## src/design/smpi_pkg.sv

```systemverilog
// Shared types and constants for the multi-I/O serial pin front end.
// Assumes one system clock at 10 MHz; all pins arrive asynchronously.
//
// Behaviour
// - Chip select high: ignore inputs, data outputs released except line 3 held high after a quad read.
// - Write-in-progress flag is 1 during any embedded operation.
// - Chip select low selects the device and enters active power state.
// - Rising serial clock captures instruction, address and data bits.
// - Single-bit reads shift out on falling serial clock.
// - Line 0 captures on rise, drives on fall (SDR) or both edges (DDR).
// - Line 1 captures address/data on rise, drives fall or both edges.
// - Write protect low with disable bit set blocks status/config1 writes silently.
// - Quad enable turns write protect off; pin becomes data line 2.
// - Line-3 pin is reset only if enabled and (not quad or deselected).
// - Quad mode with chip select low: line 3 is data only.
// - Reset recognised after chip select high, pin low, full pulse time.
// - Device drives line 3 high during deselect after quad-mode read data.
// - Reset-enable bit 0 means line-3 pin never resets.
// - Commands open on chip select fall and close on its rise.
// - Lowest bit on line 0; groups sent most significant first.
package smpi_pkg;
   localparam int RESET_PULSE_TIME_NS = 200;
   localparam int CLOCK_PERIOD_NS = 100;
   localparam int RESET_PULSE_CYCLES = (RESET_PULSE_TIME_NS + CLOCK_PERIOD_NS - 1) / CLOCK_PERIOD_NS;
   localparam int CS_HOLD_DRIVE_CYCLES = 4;
   localparam logic [7:0] SYNC_RESET = 8'h00;
   localparam int QUAD_ENABLE_BIT = 1;
   localparam int RESET_ENABLE_BIT = 5;
   localparam int STATUS_WRITE_DISABLE_BIT = 7;
   localparam int WIP_BIT = 0;

   typedef enum logic [1:0] {WIDTH_SINGLE, WIDTH_DUAL, WIDTH_QUAD} smpi_width_t;

   // Raw pin inputs, sampled together
   typedef struct packed {
      logic sck;
      logic csN;
      logic [3:0] io;
   } smpi_pins_t;

   // Core-side request for an outgoing group
   typedef struct packed {
      logic readPhase;
      logic ddr;
      smpi_width_t width;
      logic [3:0] data;
   } smpi_tx_t;

   // Pin drivers: output value and active-low enable
   typedef struct packed {
      logic [3:0] ioOut;
      logic [3:0] ioOeN;
   } smpi_drive_t;
endpackage : smpi_pkg

```

## src/design/smpi_pin_front.sv

```systemverilog
// Pin-level front end: select, edge capture and drive, protect and reset.
// Assumes core logic supplies tx groups and consumes rx groups.
`timescale 1ns/1ps
module smpi_pin_front (
   input wire logic clock,
   input wire logic rst,
   input wire smpi_pkg::smpi_pins_t pins,
   input wire smpi_pkg::smpi_tx_t tx,
   input wire logic [7:0] status1NonVolatile,
   input wire logic [7:0] config1Volatile,
   input wire logic [7:0] config2Volatile,
   input wire logic embeddedBusy,
   input wire logic wrarStatusTarget,
   input wire logic wrarStrobe,
   output smpi_pkg::smpi_drive_t drive,
   output logic [3:0] rxData,
   output logic rxValid,
   output logic txTake,
   output logic selected,
   output logic activePower,
   output logic wipFlag,
   output logic wrarAccept,
   output logic wrarIgnored,
   output logic hwReset
);
   import smpi_pkg::*;
   typedef struct packed {
      logic sckPrev;
      logic csPrev;
      logic armed;
      logic readSeen;
      logic [2:0] holdCnt;
      smpi_drive_t drv;
      logic [3:0] rx;
      logic rxV;
      logic take;
      logic sel;
      logic act;
      logic wip;
      logic acc;
      logic ign;
      logic hr;
   } smpi_front_st_t;
   smpi_front_st_t st_r;
   smpi_front_st_t st_nxt;
   logic [5:0] syncIn;
   logic sck;
   logic csN;
   logic [3:0] io;
   logic rise;
   logic fall;
   logic quadMode;
   logic protect;
   logic resetReq;

   smpi_sync #(.W(6)) u_sync (
      .clock(clock),
      .rst(rst),
      .async({pins.sck, pins.csN, pins.io}),
      .synced(syncIn)
   );
   assign {sck, csN, io} = syncIn;
   assign quadMode = config1Volatile[QUAD_ENABLE_BIT];

   smpi_reset_det u_rdet (
      .clock(clock),
      .rst(rst),
      .csN(csN),
      .pinLevel(io[3]),
      .resetEnable(config2Volatile[RESET_ENABLE_BIT]),
      .quadMode(quadMode),
      .resetReq(resetReq)
   );

   // Edges seen only while selected; a deselected device ignores the clock
   assign rise = !csN && st_r.armed && sck && !st_r.sckPrev;
   assign fall = !csN && st_r.armed && !sck && st_r.sckPrev;
   // Write protect is dropped when the pin serves as data line 2
   assign protect = !quadMode && !io[2] && status1NonVolatile[STATUS_WRITE_DISABLE_BIT];

   // Width to output-enable mask; lowest bit on line 0
   function automatic logic [3:0] widthMask(input smpi_width_t w);
      unique case (w)
         WIDTH_SINGLE: widthMask = 4'h2;
         WIDTH_DUAL: widthMask = 4'h3;
         WIDTH_QUAD: widthMask = 4'hF;
         default: widthMask = 4'h0;
      endcase
   endfunction : widthMask

   // Single next-state process for select, capture, drive and protect
   always_comb begin
      st_nxt = st_r;
      st_nxt.sckPrev = sck;
      st_nxt.csPrev = csN;
      st_nxt.rxV = 1'b0;
      st_nxt.take = 1'b0;
      st_nxt.acc = 1'b0;
      st_nxt.ign = 1'b0;
      st_nxt.hr = resetReq;
      st_nxt.sel = !csN;
      st_nxt.act = !csN || embeddedBusy;
      st_nxt.wip = embeddedBusy;
      // A chip select falling edge arms command acceptance unless resetReq arrives in the same cycle
      if (st_r.csPrev && !csN) begin
         st_nxt.armed = 1'b1;
         st_nxt.readSeen = 1'b0;
      end
      if (rise) begin
         st_nxt.rx = quadMode ? io : {2'b00, io[1:0]};
         st_nxt.rxV = 1'b1;
      end
      // Drive on fall for SDR, on every edge for DDR
      if (!csN && tx.readPhase && (fall || (tx.ddr && rise))) begin
         st_nxt.drv.ioOut = (tx.width == WIDTH_SINGLE) ? {2'b00, tx.data[0], 1'b0} : tx.data;
         st_nxt.drv.ioOeN = ~widthMask(tx.width);
         if (tx.width == WIDTH_QUAD && !quadMode) begin
            st_nxt.drv.ioOeN[3:2] = 2'b11;
         end
         st_nxt.take = 1'b1;
         st_nxt.readSeen = 1'b1;
      end else if (!csN && !tx.readPhase) begin
         st_nxt.drv.ioOeN = 4'hF;
      end
      // Quad read done: hold line 3 high briefly so pull-up lag is no reset
      if (csN) begin
         st_nxt.drv.ioOeN = 4'hF;
         if (st_r.readSeen && quadMode && st_r.holdCnt < 3'(CS_HOLD_DRIVE_CYCLES)) begin
            st_nxt.drv.ioOeN[3] = 1'b0;
            st_nxt.drv.ioOut[3] = 1'b1;
            st_nxt.holdCnt = st_r.holdCnt + 3'h1;
         end else begin
            st_nxt.readSeen = 1'b0;
         end
      end else begin
         st_nxt.holdCnt = 3'h0;
      end
      if (wrarStrobe && !csN) begin
         if (protect && wrarStatusTarget) begin
            st_nxt.ign = 1'b1;
         end else begin
            st_nxt.acc = 1'b1;
         end
      end
      if (resetReq) begin
         st_nxt.armed = 1'b0;
         st_nxt.readSeen = 1'b0;
      end
   end

   always_ff @(posedge clock or posedge rst) begin
      if (rst) begin
         st_r <= '0;
         st_r.sckPrev <= 1'b0;
         st_r.csPrev <= 1'b1;
         st_r.drv.ioOeN <= 4'hF;
      end else begin
         st_r <= st_nxt;
      end
   end

   assign drive = st_r.drv;
   assign rxData = st_r.rx;
   assign rxValid = st_r.rxV;
   assign txTake = st_r.take;
   assign selected = st_r.sel;
   assign activePower = st_r.act;
   assign wipFlag = st_r.wip;
   assign wrarAccept = st_r.acc;
   assign wrarIgnored = st_r.ign;
   assign hwReset = st_r.hr;

   deselect_hiz_a: assert property (@(posedge clock) disable iff (rst)
      csN && $past(csN) && !st_r.readSeen |=> st_r.drv.ioOeN == 4'hF)
      else $error("drivers active while deselected");
   active_power_a: assert property (@(posedge clock) disable iff (rst)
      !csN |=> activePower && selected)
      else $error("selected but not active");
   wip_flag_a: assert property (@(posedge clock) disable iff (rst)
      embeddedBusy |=> wipFlag)
      else $error("busy without write-in-progress");
   protect_block_a: assert property (@(posedge clock) disable iff (rst)
      wrarStrobe && !csN && protect && wrarStatusTarget |=> wrarIgnored && !wrarAccept)
      else $error("protected write accepted");
   capture_rise_a: assert property (@(posedge clock) disable iff (rst)
      rxValid |-> $past(rise))
      else $error("capture without rising edge");
   quad_no_reset_a: assert property (@(posedge clock) disable iff (rst)
      quadMode && !csN |=> !hwReset)
      else $error("reset during quad selection");
   no_enable_reset_a: assert property (@(posedge clock) disable iff (rst)
      !config2Volatile[RESET_ENABLE_BIT] [*2] |=> !hwReset)
      else $error("reset while feature disabled");
   hold_line3_a: assert property (@(posedge clock) disable iff (rst)
      csN && st_r.readSeen && quadMode && st_r.holdCnt == 3'h0 |=> !st_r.drv.ioOeN[3] && st_r.drv.ioOut[3])
      else $error("line 3 not held high after read");

   // Read groups launch only from a detected edge of the right kind
   take_edge_a: assert property (@(posedge clock) disable iff (rst)
      txTake |-> $past(fall || (tx.ddr && rise)))
      else $error("read group launched without edge");

   // Double rate reads also launch on the rising edge
   ddr_rise_a: assert property (@(posedge clock) disable iff (rst)
      !csN && tx.readPhase && tx.ddr && rise |=> txTake)
      else $error("double rate group missed on rise");

   // Single rate reads never launch on the capture edge
   sdr_rise_a: assert property (@(posedge clock) disable iff (rst)
      !tx.ddr && rise |=> !txTake)
      else $error("single rate group launched on rise");

   // Single-bit read data leaves on line 1 only
   single_out_a: assert property (@(posedge clock) disable iff (rst)
      tx.readPhase && fall && tx.width == WIDTH_SINGLE |=> drive.ioOeN == 4'hD && drive.ioOut[1] == $past(tx.data[0]))
      else $error("single read not on line 1");

   // Dual read data uses lines 0 and 1, low bit on line 0
   dual_out_a: assert property (@(posedge clock) disable iff (rst)
      tx.readPhase && fall && tx.width == WIDTH_DUAL |=> drive.ioOeN == 4'hC && drive.ioOut[1:0] == $past(tx.data[1:0]))
      else $error("dual read lines wrong");

   // Quad read data in quad mode drives all four lines in bit order
   quad_out_a: assert property (@(posedge clock) disable iff (rst)
      tx.readPhase && fall && tx.width == WIDTH_QUAD && quadMode |=> drive.ioOeN == 4'h0 && drive.ioOut == $past(tx.data))
      else $error("quad read lines wrong");

   // Without quad mode lines 2 and 3 stay released
   quad_off_a: assert property (@(posedge clock) disable iff (rst)
      tx.readPhase && fall && tx.width == WIDTH_QUAD && !quadMode |=> drive.ioOeN[3:2] == 2'b11)
      else $error("upper lines driven outside quad mode");

   // Quad capture takes all four lines
   rx_quad_a: assert property (@(posedge clock) disable iff (rst)
      rise && quadMode |=> rxData == $past(io))
      else $error("quad capture wrong");

   // Narrow capture takes lines 0 and 1 only
   rx_pair_a: assert property (@(posedge clock) disable iff (rst)
      rise && !quadMode |=> rxData[3:2] == 2'b00 && rxData[1:0] == $past(io[1:0]))
      else $error("narrow capture wrong");

   // A deselected device answers nothing
   deselect_quiet_a: assert property (@(posedge clock) disable iff (rst)
      csN |=> !rxValid && !txTake && !wrarAccept && !wrarIgnored)
      else $error("activity while deselected");

   // Deselected and idle means standby power
   standby_power_a: assert property (@(posedge clock) disable iff (rst)
      csN && !embeddedBusy |=> !activePower && !selected)
      else $error("active power while idle");

   // Flag drops once the embedded operation ends
   wip_clear_a: assert property (@(posedge clock) disable iff (rst)
      !embeddedBusy |=> !wipFlag)
      else $error("write-in-progress left set");

   // A qualified reset pulse reaches the output
   hw_reset_a: assert property (@(posedge clock) disable iff (rst)
      resetReq |=> hwReset)
      else $error("qualified reset lost");

   // After a hardware reset a new select fall is needed
   reset_disarm_a: assert property (@(posedge clock) disable iff (rst)
      resetReq |=> !st_r.armed)
      else $error("still armed after reset");

   // A select fall arms command acceptance
   arm_on_fall_a: assert property (@(posedge clock) disable iff (rst)
      st_r.csPrev && !csN && !resetReq |=> st_r.armed)
      else $error("select fall did not arm");

   // Quad mode disables write protection
   wp_quad_a: assert property (@(posedge clock) disable iff (rst)
      wrarStrobe && !csN && quadMode |=> wrarAccept && !wrarIgnored)
      else $error("write blocked in quad mode");

   // Targets outside status and config 1 are never blocked
   wp_open_a: assert property (@(posedge clock) disable iff (rst)
      wrarStrobe && !csN && !wrarStatusTarget |=> wrarAccept && !wrarIgnored)
      else $error("unprotected target blocked");

   // Line 3 is released once the hold time has run out
   hold_end_a: assert property (@(posedge clock) disable iff (rst)
      csN && st_r.holdCnt == 3'(CS_HOLD_DRIVE_CYCLES) |=> st_r.drv.ioOeN == 4'hF && !st_r.readSeen)
      else $error("line 3 held too long");

   // Read output stands between edges
   drive_hold_a: assert property (@(posedge clock) disable iff (rst)
      !csN && tx.readPhase && !fall && !rise |=> $stable(drive))
      else $error("read output changed without edge");

   // Lines are inputs while the host sends
   write_release_a: assert property (@(posedge clock) disable iff (rst)
      !csN && !tx.readPhase |=> drive.ioOeN == 4'hF)
      else $error("driving while host sends");

   // Nothing is accepted before the first select fall
   unarmed_quiet_a: assert property (@(posedge clock) disable iff (rst)
      !st_r.armed |=> !rxValid && !txTake)
      else $error("activity before select fall");

   // Embedded work keeps the device in active power
   busy_active_a: assert property (@(posedge clock) disable iff (rst)
      embeddedBusy |=> activePower)
      else $error("standby during embedded operation");

   // Line 3 hold only applies in quad mode
   hold_quad_only_a: assert property (@(posedge clock) disable iff (rst)
      csN && !quadMode |=> st_r.drv.ioOeN == 4'hF)
      else $error("driving while deselected outside quad");
endmodule : smpi_pin_front

```

## src/design/smpi_reset_det.sv

```systemverilog
// Hardware reset qualifier for the shared line-3 pin.
// Assumes synchronised chip select and pin levels.
`timescale 1ns/1ps
module smpi_reset_det (
   input wire logic clock,
   input wire logic rst,
   input wire logic csN,
   input wire logic pinLevel,
   input wire logic resetEnable,
   input wire logic quadMode,
   output logic resetReq
);
   import smpi_pkg::*;
   typedef struct packed {
      logic [7:0] count;
      logic req;
   } smpi_rdet_st_t;
   smpi_rdet_st_t st_r;
   smpi_rdet_st_t st_nxt;
   logic armed;

   // Quad transfers while selected never look like reset
   assign armed = resetEnable && (!quadMode || csN) && csN;

   // Count synced low samples; restart on select or pin high
   always_comb begin
      st_nxt = st_r;
      st_nxt.req = 1'b0;
      if (!armed || pinLevel) begin
         st_nxt.count = 8'h00;
      end else if (st_r.count < 8'(RESET_PULSE_CYCLES)) begin
         st_nxt.count = st_r.count + 8'h01;
         st_nxt.req = (st_r.count == 8'(RESET_PULSE_CYCLES - 1));
      end
   end

   always_ff @(posedge clock or posedge rst) begin
      if (rst) begin
         st_r <= '0;
      end else begin
         st_r <= st_nxt;
      end
   end
   assign resetReq = st_r.req;

   pulse_len_a: assert property (@(posedge clock) disable iff (rst)
      $rose(st_r.req) |-> $past(armed && !pinLevel, RESET_PULSE_CYCLES))
      else $error("reset recognised before full pulse");
endmodule : smpi_reset_det

```

## src/design/smpi_sync.sv

```systemverilog
// Three-stage synchroniser with agreement filter on the last two stages.
// Assumes input is asynchronous to clock.
`timescale 1ns/1ps
module smpi_sync #(parameter int W = 6) (
   input wire logic clock,
   input wire logic rst,
   input wire logic [W-1:0] async,
   output logic [W-1:0] synced
);
   import smpi_pkg::*;
   typedef struct packed {
      logic [W-1:0] s1;
      logic [W-1:0] s2;
      logic [W-1:0] s3;
      logic [W-1:0] out;
   } smpi_sync_st_t;
   smpi_sync_st_t st_r;
   smpi_sync_st_t st_nxt;

   // Change is accepted only once the second and third stages agree
   always_comb begin
      st_nxt = st_r;
      st_nxt.s1 = async;
      st_nxt.s2 = st_r.s1;
      st_nxt.s3 = st_r.s2;
      for (int i = 0; i < W; i++) begin
         if (st_r.s2[i] == st_r.s3[i]) begin
            st_nxt.out[i] = st_r.s3[i];
         end
      end
   end

   always_ff @(posedge clock or posedge rst) begin
      if (rst) begin
         st_r <= '{default: '1};
      end else begin
         st_r <= st_nxt;
      end
   end
   assign synced = st_r.out;
endmodule : smpi_sync

```

## config.mk

```make
export PLATFORM = sky130hd
export DESIGN_NAME = smpi_pin_front
export DESIGN_NICKNAME = d
export VERILOG_FILES = /design/src/design/smpi_pkg.sv /design/src/design/smpi_pin_front.sv /design/src/design/smpi_reset_det.sv /design/src/design/smpi_sync.sv
export SDC_FILE = /design/constraint.sdc
export NUM_CORES = 1
export LEC_CHECK = 0
export BUFFER_PORTS_ARGS = -buffer_cell sky130_fd_sc_hd__buf_4
export CAP_MARGIN = 10
export CORE_MARGIN = 3
export CORE_UTILIZATION = 51
export DETAILED_ROUTE_END_ITERATION = 8
export PLACE_DENSITY = 0.76
export SETUP_SLACK_MARGIN = 0.15
export SLEW_MARGIN = 0
export SYNTH_ARGS = -nofsm -noshare
export SYNTH_HDL_FRONTEND = slang
export SYNTH_SLANG_ARGS = --single-unit
export TNS_END_PERCENT = 5
```

## constraint.sdc

```tcl
create_clock -name clock -period 2.24 [get_ports clock]
set_clock_uncertainty 0.1 [all_clocks]
set_input_delay 0.224 -clock clock [delete_from_list [all_inputs] [get_ports clock]]
set_output_delay 0.224 -clock clock [all_outputs]
set_load 0.02 [all_outputs]
```

# Word level (Yosys, flattened, before mapping)
# Cells that the tools add are included.
dict set report word_totals {
  ff_bits 60
  out_inout_bits 20
  wordCells 103
  inputBits 43
}
dict set report op_classes {
  n_addsub 2
  reduce_logical 34
  eq_ne 10
  mux 26
  n_bitwise 1
  order_cmp 2
}
# cell count
set op_table {}
lappend op_table {{$mux 4} 8}
lappend op_table {{$logic_and 1x1->1} 19}
lappend op_table {{$pmux 4 s3} 1}
lappend op_table {{$mux 1} 10}
lappend op_table {{$mux 9} 1}
lappend op_table {{$add 8x1->8 const B} 1}
lappend op_table {{$eq 8x1->1 const B} 1}
lappend op_table {{$lt 8x2->1 const B} 1}
lappend op_table {{$mux 2} 4}
lappend op_table {{$mux 8} 1}
lappend op_table {{$logic_not 1->1} 7}
lappend op_table {{$eq 1x1->1} 6}
lappend op_table {{$logic_or 1x1->1} 4}
lappend op_table {{$not 4->4} 1}
lappend op_table {{$reduce_bool 2->1} 2}
lappend op_table {{$add 3x1->3 const B} 1}
lappend op_table {{$lt 3x3->1 const B} 1}
lappend op_table {{$mux 3} 1}
lappend op_table {{$reduce_bool 3->1} 1}
lappend op_table {{$eq 2x1->1 const B} 1}
lappend op_table {{$eq 2x2->1 const B} 1}
lappend op_table {{$logic_not 2->1} 1}
lappend op_table {{$ne 2x2->1 const B} 1}

# Logic depth before layout (Yosys ltp)
# Gate-level depths: netlist (run 1).
dict set report logic_depth {
  depth_word 12
  depth_mapped 5
  mapped_depth_nobuf 5
}

# Hierarchy
# Synthesis (run 1) repeated with hierarchy kept, for this count alone.
dict set report hier_totals {
  hier_cells 179
  area_unflattened_um2 2398.6
}
# mod area_each_um2 cells_per_inst instances seq_area_each_um2
set by_module_without_submodules {}
lappend by_module_without_submodules {smpi_pin_front 1253.7 108 1 681.9}
lappend by_module_without_submodules {smpi_sync 747.0 37 1 630.6}
lappend by_module_without_submodules {smpi_reset_det 397.9 34 1 225.2}

# Worst setup path after synthesis (run 1)
# Ideal clock, no wire load.
dict set report synth_timing {
  path_type {register to register}
  startpoint {reg u_sync.st_r (netlist bit u_sync.synced[5])}
  endpoint {reg st_r (netlist bit drive[4])}
  required_ns 2.015
  path_slack_ns 0.697
  setup_time_ns 0.125
  path_buffers 0
  path_stages_with_launch 4
  arrival_ns 1.319
  synth_period_minus_slack_ns 1.543
  cell_sequence {dfstp_2 and3b_1 o211a_1 mux2_2}
}
dict set report synth_via {
  elab_chain_cells 5
  word_cells_on_any_way 8
  classes_between {reduce/logical (8)}
}
# element line_no
set synth_lines {}
lappend synth_lines {{from (decl)} smpi_sync.sv:17} ;# smpi_sync_st_t st_r;
lappend synth_lines {{from (signal assigned)} smpi_sync.sv:37} ;# st_r <= st_nxt;
lappend synth_lines {{$logic_not 1->1 or $logic_and 1x1->1 (tied branches)} {smpi_pin_front.sv:77, smpi_pin_front.sv:76}}
lappend synth_lines {{$logic_and 1x1->1, on equally long branches} {smpi_pin_front.sv:77, smpi_pin_front.sv:76}}
lappend synth_lines {{$logic_and 1x1->1, on equally long branches} {smpi_pin_front.sv:77, smpi_pin_front.sv:114}}
lappend synth_lines {{$logic_or 1x1->1 (*)} smpi_pin_front.sv:114} ;# if (!csN && tx.readPhase && (fall || (tx.ddr && rise))) begin
lappend synth_lines {{$logic_and 1x1->1 (*)} smpi_pin_front.sv:114}
lappend synth_lines {{to (signal assigned)} smpi_pin_front.sv:158} ;# st_r <= st_nxt;
lappend synth_lines {{to (decl)} smpi_pin_front.sv:44} ;# smpi_front_st_t st_r;
# Every way passes the cells marked *; elsewhere a longest branch is shown, timed or not.
# A chain may end at the register's enable or synchronous reset.

# Worst setup path in the final report (run 1)
dict set report layout_timing {
  startpoint {reg u_sync.st_r (netlist bit u_sync.synced[4])}
  endpoint {reg st_r (netlist bit drive[6])}
}
dict set report layout_via {
  elab_chain_cells 7
  word_cells_on_any_way 10
  classes_between {reduce/logical (10)}
}
# element line_no
set layout_lines {}
lappend layout_lines {{$logic_not 1->1 (*)} {smpi_pin_front.sv:76, smpi_pin_front.sv:77, smpi_pin_front.sv:114}}
lappend layout_lines {{$logic_and 1x1->1} {smpi_pin_front.sv:76, smpi_pin_front.sv:77}}
lappend layout_lines {{$logic_and 1x1->1 (2 in series)} smpi_pin_front.sv:76} ;# assign rise = !csN && st_r.armed && sck && !st_r.sckPrev;
lappend layout_lines {{$logic_and 1x1->1} smpi_pin_front.sv:114}
lappend layout_lines {{$logic_or 1x1->1} smpi_pin_front.sv:114}
lappend layout_lines {{$logic_and 1x1->1 (*)} smpi_pin_front.sv:114}
# Marks and branches as above.

==> metrics.md, run 1 <==
| Metric | Value |
|---|---|
| Status | complete, no violations |
| Slew headroom | 59.6% |
| Hold Path Depth | 3 |
| Final setup viols | 0 |
| Seq/Total Area, Yosys | 67.1% |
| Slowest cell delay on critical path | 0.42 ns |
| Core ar. | 4170 µm² |
| Routed Antenna Nets | 0 |
| # nets final | 266 |
| Via Count | 1,395 |
| Final period util | 76.8% |
| Die W | 73.0 µm |
| Buf+Inv Stages, Crit Path | 0 |
| Rows | 23 |
| Hold Path Sink | wrarIgnored |
| Static leakage | 1.35 nW |
| DP Wirelength | 2700 µm |
| Clock buffer depth | 2 |
| Critical Path Slowest Stage Cell | dfstp_2 |
| Complex-gate fraction of the synthesized area | 5.46% |
| Crit path cell chain | nor2b_1 > o211a_1 > mux2_2 |
| Setup crit start kind | flop |
| Post-Syn Area | 2290 µm² |
| Die area | 5330 µm² |
| Critical setup path kind | reg -> reg |
| HP Start | wrarStrobe |
| Clk root buf | clkbuf_8 |
| Clock slew at reported path FFs | 0.06 ns |
| Wirelength per Cell | 14.1 µm |
| Most common cell after layout, fill and taps aside | buf_4 |
| Reg2Reg Setup Slack | 0.52 ns |
| Syn nets | 219 |
| Max-cap violations | 0 |
| Synth warn | 0 |
| Routability cong. | 0.730 |
| Post-synth top flop | dfrtp_1 |
| R2R cell count | 3 |
| Area of the multi-input gates | 627 µm² |
| M3 GR Usage | 6.89% |
| HP Class | in -> reg |
| Most Crowded Layer GR | met2 |
| Post-synthesis adder-cell area fraction | 5.90% |
| Crit path arrival time | 1.83 ns |
| Most frequent cells in the layout | 41 x buf_4, 31 x dfrtp_1, 29 x dfstp_2 |
| Drt initial violations | 49 |
| DR vias/cell | 5.13 |
| Sequential cell area | 1540 µm² |
| Cells after Synth | 170 |
| H-tree levels | 3 |
| # IOs | 63 |
| Total track usage | 16.2% |
| Reg2Reg Launch Point | u_sync.synced[4] |
| RR Endpoint | drive[6] |
| Hold_ws | 0.0577 ns |
| RSZ-0062 raised after global routing | false |
| Combinational family with the most area after synthesis | simple AND/OR/NAND/NOR gates |
| Post-CTS resize count | 0 |
| Synth Area in Simple Gates | 12.2% |
| Setup crit end kind | flop |
| Ant. Diodes | 0 |
| M1 GR Usage | 17.5% |
| Peak VDD IR | 0.000524 V |
| CTS tree | yes |
| Worst skew pair latency | 0.33 ns |
| Worst-margin pin slew | 0.605 ns |
| First-pass GRT wire length | 6350 µm |
| CTS buffer count | 9 |
| Mapped Avg Cell Area | 13.5 µm² |
| CP required | 2.35 ns |
| Largest net degree at the start of global routing | 33 |
| Overall die height | 73.0 µm |
| Number of post-CTS setup repair buffers | 0 |
| Fin. Hold Viols | 0 |
| EDFF count, synth | 0 |
| Number of global-route vias before repair | 1,464 |
| Initial antenna violation count | 0 |
| Async SR Flop Fraction | 100% |
| Synthesized flop and latch total | 60 |
| Clk sink count | 60 |
| Drt total wl | 3830 µm |
| I/O Buffers | 41 |
| Pwr dens | 914 nW/µm² |
| Peak fanout along the critical path | 9 |
| Share of cells above drive strength 1 | 42.8% |
| Final Max Tran Viols | 0 |
| XOR/XNOR Fraction of Synth Area | 0.382% |
| Synth cell types | 38 |
| DR pass1 iterations | 4 |
| Residual DRC count | 0 |
| Grt met2 use | 27.7% |
| Final global-route overflow total | 0 |
| Peak Freq | 581 MHz |
| Setup tns final | 0 ns |
| Hold_buf cts | 8 |
| Initial Utilization | 54.9% |
| Mux cell area share after synthesis | 3.38% |
| Tmin final | 1.72 ns |
| Delay-heaviest family, CP | flip-flops |
| Fill count | 286 |
| Syn-to-layout area delta | 24.6% |
## power breakdown
| group | total [W] | internal [W] | switching (W) |
|---|---|---|---|
| clock | 0.000897 | 0.000522 | 0.000376 |
| sequential | 0.00129 | 0.00122 | 0.0000642 |
| combinational | 0.000426 | 0.000206 | 0.000220 |
| total | 0.00261 | 0.00195 | 0.000660 |
## worst max path at each step
stage               slack [ns]     endpoint             start  depth (start not counted)
finish                    0.52     drive[6]  u_sync.synced[4]                          3
global route              0.41     drive[4]  u_sync.synced[4]                          3
CTS                       0.52     drive[4]  u_sync.synced[4]                          3
detailed placement        0.50     drive[4]  u_sync.synced[4]                          3
global placement          0.55     drive[5]  u_sync.synced[4]                          3
floorplan                 0.48  activePower               rst                          1
## registers in the layout, summed over array words and instances (netlist names), 4 cells and up
name / count
u_sync.st_nxt: 12
drive: 8
u_rdet.st_r: 8
st_r: 7
u_sync.st_r: 6
u_sync.synced: 6
rxData: 4
## metal layers
| metal | up-vias | routed length [µm] | part of all wire [%] |
|---|---|---|---|
| met5 | - | 0 | 0 |
| met4 | 0 | 61 | 1.6 |
| met3 | 6 | 230 | 6.0 |
| met2 | 37 | 2000 | 52 |
| met1 | 683 | 1540 | 40 |
| li1 | 669 | - | - |
## cells by family after synthesis
kind of cell / Yosys count
flip-flops: 60
AND/OR/NAND/NOR: 49
buffers and inverters: 22
AO/OA/AOI/OAI: 19
adder cells (fa/ha/maj): 12
multiplexers: 7
XOR/XNOR: 1
## tightest hold or removal path, stage by stage
cell and delay (ns):
buf_4 0.11, nand2_1 0.07, nor2b_1 0.05
## cell usage after synthesis (2+ instances only)
| master | number | area, µm² |
|---|---|---|
| nand4b_1 | 2 | 17.5 |
| mux2_2 | 6 | 67.6 |
| nand3b_1 | 2 | 15.0 |
| ha_1 | 6 | 75.1 |
| o21ai_0 | 4 | 20.0 |
| dfstp_2 | 29 | 762 |
| inv_1 | 7 | 26.3 |
| nor3_1 | 2 | 10.0 |
| clkbuf_1 | 2 | 7.51 |
| nand2_1 | 9 | 33.8 |
| dfrtp_1 | 31 | 776 |
| o211ai_1 | 4 | 30.0 |
| buf_4 | 12 | 90.1 |
| and2_1 | 4 | 25.0 |
| maj3_1 | 6 | 60.1 |
| a31oi_1 | 2 | 12.5 |
| or3_1 | 3 | 18.8 |
| nor2_1 | 8 | 30.0 |
| nor2b_1 | 6 | 37.5 |
| a21oi_1 | 4 | 20.0 |
| nand3_1 | 4 | 20.0 |
## cell type report
cell class,count,area share (%)
multi-input cells,88,21.9
flip-flops and latches,60,53.8
well taps,50,2.19
clock inverters,1,0.175
clock buffers,15,6.53
inverters,8,1.05
repair buffers,50,14.3
## stage by stage
stage	setup slack (ns)	util [%]	cell area, µm²	std cells	power, W
after floorplan	0.479	-	2290	170	0.00162
after global placement	0.547	61.9	2580	248	0.00171
after detailed placement	0.505	61.9	2580	248	0.00173
after CTS	0.515	68.5	2860	272	0.00265
after global routing	0.407	68.5	2860	272	0.00274
final	0.520	68.5	2860	272	0.00261
No activity file was read; power rests on OpenSTA's default activity.
==> inputs of run 2 (changes only) <==
clock period = 1.6 ns   (was 2.24 ns; I/O delays follow)
==> metrics.md, run 2 (synthesized netlist as in run 1, its figures left out) <==
| Metric | Value |
|---|---|
| Clk root buf | clkbuf_8 |
| Most frequent cells in the layout | 47 x buf_4, 31 x dfrtp_1, 29 x dfstp_2 |
| Ant. Diodes | 0 |
| HP Start | config1Volatile[1] |
| Setup ws final | 0.0109 ns |
| Pwr dens | 1280 nW/µm² |
| Fill count | 285 |
| Final Max Tran Viols | 0 |
| Via Count | 1,472 |
| Largest net degree at the start of global routing | 61 |
| Worst skew pair latency | 0.33 ns |
| H-tree levels | 3 |
| Clock buffer depth | 2 |
| DR pass1 iterations | 4 |
| Hold_ws | 0.0430 ns |
| Die W | 73.0 µm |
| Tmin final | 1.59 ns |
| Status | complete, no violations |
| Reg2Reg Setup Slack | 0.01 ns |
| Final global-route overflow total | 0 |
| Hold Path Depth | 3 |
| Dpl cells | 252 |
| Routability cong. | 0.759 |
| RR Endpoint | u_rdet.st_r[2] |
| HP Class | in -> reg |
| Most common cell after layout, fill and taps aside | buf_4 |
| # nets final | 274 |
| Number of global-route vias before repair | 1,562 |
| Final setup viols | 0 |
| Internal power | 0.00283 W |
| Rows | 23 |
| Peak VDD IR | 0.000672 V |
| CTS tree | yes |
| I/O Buffers | 41 |
| DP Wirelength | 2770 µm |
| Routed Antenna Nets | 0 |
| Critical path launch point | u_rdet.st_r[5] |
| Power share of the clock group | 35.5% |
| Initial antenna violation count | 0 |
| Setup WS pre-CTS | -0.00344 ns |
| Setup crit end kind | flop |
| Setup crit start kind | flop |
| Wirelength per Cell | 14.6 µm |
| Overall die height | 73.0 µm |
| Sequential cell area | 1540 µm² |
| RSZ-0062 raised after global routing | true |
| Setup tns final | 0 ns |
| Initial Utilization | 54.9% |
| Count of non-filler cells in the finished layout | 280 |
| CTS buffer count | 9 |
| Sequential power share | 47.4% |
| Share of cells above drive strength 1 | 48.3% |
| Peak Freq | 629 MHz |
| Critical setup path kind | reg -> reg |
| Hold Path Sink | rxData[2] |
| Area of the multi-input gates | 666 µm² |
| CP required | 1.76 ns |
| Comb power frac | 17.1% |
| Core ar. | 4170 µm² |
| Peak fanout along the critical path | 3 |
| Worst-margin pin slew | 0.410 ns |
| First-pass GRT wire length | 6780 µm |
| R2R cell count | 3 |
| Drt initial violations | 97 |
| Die area | 5330 µm² |
| Drt total wl | 4080 µm |
| Max-cap violations | 0 |
| Fin. Hold Viols | 0 |
| Static leakage | 1.38 nW |
| Syn-to-layout area delta | 30.0% |
| Residual DRC count | 0 |
| Total track usage | 17.0% |
| # IOs | 63 |
| Crit path arrival time | 1.75 ns |
| Clock slew at reported path FFs | 0.06 ns |
| Final period util | 99.3% |
| Slew headroom | 72.4% |
| Switching part of the total power | 25.5% |
| Reg2Reg Launch Point | u_rdet.st_r[5] |
| DR vias/cell | 5.26 |
| Net Switching | 0.000970 W |
| Max reg flops | 12 |
| Clk sink count | 60 |
run 2: changes by cell type in the layout (fill, tap and decap cells not counted), moves of 2 or more:
cell        previous run  this run
a21oi_2                0         2
mux2_2                 6         3
a21oi_1                4         2
buf_4                 41        47
mux2_4                 0         3
clkbuf_8              13        11
clkinvlp_4             0         3
run 2: how the worst max path moves through the flow:
stage | end
finish | u_rdet.st_r[2]
global placement | u_rdet.st_r[2]
global route | u_rdet.st_r[1]
detailed placement | u_rdet.st_r[2]
floorplan | drive[4]
CTS | u_rdet.st_r[2]
run 2: repair_timing:
action | 4_1_cts | 5_1_grt
endpoints found under the setup margin | 10 | 21
pin swaps | 2 | 3
gates resized for setup | 1 | 12
endpoints found under the hold margin | 41 | 0
buffers inserted | 2 | 1
hold buffers | 9 | 0
run 2: critical path, stage by stage, from the launching register on:
cell,delay [ns]
dfrtp_1,0.38
or4_4,0.54
or3_1,0.37
a21oi_2,0.12
run 2: metal layers:
layer / part of all wire, % / wire length [µm] / track usage (%) / vias to the layer above
li1: - / - / - / 682
met1: 39 / 1570 / 17.7 / 739
met2: 54 / 2190 / 30.0 / 40
met3: 5.4 / 222 / 7.30 / 11
met4: 2.1 / 85 / 6.56 / 0
met5: 0 / 0 / 0 / -
run 2: metrics by stage:
step	power [W]	utilization (%)	cell area, µm²
finish	0.00380	71.4	2980
CTS	0.00381	70.3	2930
global placement	0.00241	62.8	2620
detailed placement	0.00243	62.8	2620
floorplan	0.00227	-	2300
global route	0.00398	71.4	2980
run 2: power by group through the flow:
stage	sequential, W	combinational (W)	clock [W]
after floorplan	0.00182	0.000453	0
after global placement	0.00182	0.000589	0
after detailed placement	0.00182	0.000606	0
after CTS	0.00180	0.000627	0.00138
after global routing	0.00182	0.000698	0.00146
final	0.00180	0.000649	0.00135
run 2: layout make-up:
type	count	area share [%]
Timing Repair Buffer	58	15.9
Tap cell	50	2.10
Sequential cell	60	51.6
Inverter	8	1.26
Clock buffer	12	5.21
Multi-Input combinational cell	88	22.3
Clock inverter	4	1.60
==> inputs of run 3 (changes only) <==
CELL_PAD_IN_SITES_DETAIL_PLACEMENT = 1   (was default)
CELL_PAD_IN_SITES_GLOBAL_PLACEMENT = 1   (was default)
CORE_UTILIZATION = 41   (was 51)
PLACE_DENSITY = 0.77   (was 0.76)
==> metrics.md, run 3 (synthesized netlist as in run 1, its figures left out) <==
| Metric | Value |
|---|---|
| Final Max Tran Viols | 0 |
| Clock slew at reported path FFs | 0.07 ns |
| R2R cell count | 3 |
| H-tree levels | 3 |
| Static leakage | 1.39 nW |
| HP Class | in -> reg |
| Max-cap violations | 0 |
| Most frequent cells in the layout | 51 x buf_4, 31 x dfrtp_1, 29 x dfstp_2 |
| Clk root buf | clkbuf_8 |
| CTS buffer count | 9 |
| Die area | 6520 µm² |
| Dpl cells | 273 |
| Routability cong. | 0.758 |
| Hold Path Sink | wrarAccept |
| Number of global-route vias before repair | 1,618 |
| Final period util | 99.1% |
| Fin. Hold Viols | 0 |
| DR pass1 iterations | 4 |
| Comb power frac | 17.5% |
| Die W | 80.8 µm |
| Initial Utilization | 43.5% |
| Hold Path Depth | 3 |
| CTS tree | yes |
| Ant. Diodes | 0 |
| Drt total wl | 4850 µm |
| Post-DP Area | 2650 µm² |
| Max reg flops | 12 |
| Largest net degree at the start of global routing | 61 |
| Fin area | 2990 µm² |
| Peak fanout along the critical path | 3 |
| Switching part of the total power | 27.1% |
| Final global-route overflow total | 0 |
| Worst-margin pin slew | 0.377 ns |
| Rows | 26 |
| Clock buffer depth | 2 |
| Critical Path Slowest Stage Cell | or4_4 |
| Peak Freq | 631 MHz |
| Tmin final | 1.59 ns |
| Power share of the clock group | 34.4% |
| DP Wirelength | 3180 µm |
| Routed Antenna Nets | 0 |
| Most common cell after layout, fill and taps aside | buf_4 |
| Drt initial violations | 75 |
| Internal power | 0.00275 W |
| RR Endpoint | u_rdet.st_r[2] |
| CP required | 1.76 ns |
| Core ar. | 5270 µm² |
| Worst skew pair latency | 0.33 ns |
| Residual DRC count | 0 |
| Net Switching | 0.00102 W |
| Delay-heaviest family, CP | simple AND/OR/NAND/NOR gates |
| Share of cells above drive strength 1 | 46.8% |
| Critical setup path kind | reg -> reg |
| Slew headroom | 74.6% |
| DR vias/cell | 4.91 |
| Syn-to-layout area delta | 30.4% |
| Total track usage | 16.6% |
| Count of non-filler cells in the finished layout | 303 |
| Sequential power share | 48.1% |
| Via Count | 1,487 |
| Setup crit end kind | flop |
| Initial antenna violation count | 0 |
| HP Start | config1Volatile[1] |
| Overall die height | 80.8 µm |
| # IOs | 63 |
| Clk sink count | 60 |
| Crit path cell chain | or4_4 > or3_1 > a21oi_1 |
| Peak VDD IR | 0.000672 V |
| Reg2Reg Launch Point | u_rdet.st_r[6] |
| # nets final | 277 |
| Buf+Inv Stages, Crit Path | 0 |
| Wirelength per Cell | 16.0 µm |
| Slowest cell delay on critical path | 0.56 ns |
| Reg2Reg Setup Slack | 0.01 ns |
| Setup crit start kind | flop |
| Pwr dens | 1260 nW/µm² |
| Status | complete, no violations |
| First-pass GRT wire length | 7990 µm |
| I/O Buffers | 41 |
| Final setup viols | 0 |
| Crit path arrival time | 1.75 ns |
| RSZ-0062 raised after global routing | true |
-- run 3: layout make-up --
cell class                 instances  area [µm²]
inverter                           8        37.5
sequential                        60        1540
tap                               70        87.6
clock inverter                     5        52.6
clock buffer                      11         131
fill                             540        2280
timing repair buffer              61         493
multi-input combinational         88         649
-- run 3: per-stage QoR --
| stage | power [W] | TNS (ns) | hold slack [ns] | util [%] | worst slack, ns |
|---|---|---|---|---|---|
| CTS | 0.00378 | 0 | 0.0434 | 56.0 | 0.00470 |
| detailed placement | 0.00245 | -0.0481 | 0.170 | 50.3 | -0.0311 |
| global route | 0.00394 | -0.0502 | 0.0435 | 56.7 | -0.0260 |
| global placement | 0.00241 | 0 | 0.158 | 50.3 | 0.0359 |
| floorplan | 0.00227 | 0 | 0.0645 | - | 0.0565 |
| finish | 0.00377 | 0 | 0.0549 | 56.7 | 0.0140 |
-- run 3: worst min-delay path: cells and delay by family --
family                 cells  cell delay (ns)
AND/OR/NAND/NOR            2             0.16
buffers and inverters      1             0.13
-- run 3: worst max-delay path by stage --
| stage | from | cells past startpoint | to | slack [ns] |
|---|---|---|---|---|
| global route | u_rdet.st_r[6] | 3 | u_rdet.st_r[2] | -0.03 |
| global placement | u_sync.synced[5] | 3 | drive[4] | 0.04 |
| floorplan | u_sync.synced[5] | 3 | drive[4] | 0.06 |
| detailed placement | u_rdet.st_r[5] | 3 | u_rdet.st_r[1] | -0.03 |
| CTS | u_rdet.st_r[5] | 3 | u_rdet.st_r[2] | 0.005 |
| finish | u_rdet.st_r[6] | 3 | u_rdet.st_r[2] | 0.01 |
-- run 3: repair_timing --
item / 4_1_cts / 5_1_grt
setup endpoints to repair: 12 / 18
hold buffers: 9 / 0
setup buffers: 2 / 3
resized for setup: 2 / 5
endpoints found under the hold margin: 41 / 0
pin swaps: 1 / 6
-- run 3: power groups by stage --
stage / sequential, W / combinational (W) / clock, W
floorplan: 0.00182 / 0.000453 / 0
global placement: 0.00182 / 0.000594 / 0
detailed placement: 0.00183 / 0.000620 / 0
CTS: 0.00181 / 0.000645 / 0.00133
global route: 0.00183 / 0.000711 / 0.00140
finish: 0.00181 / 0.000659 / 0.00130
-- run 3: metal layers --
metal,vias up,wire length [µm],track usage (%)
met5,-,0,0
met4,0,93,9.12
met3,8,213,3.66
met2,35,2510,28.6
met1,763,2030,19.1
li1,681,-,-
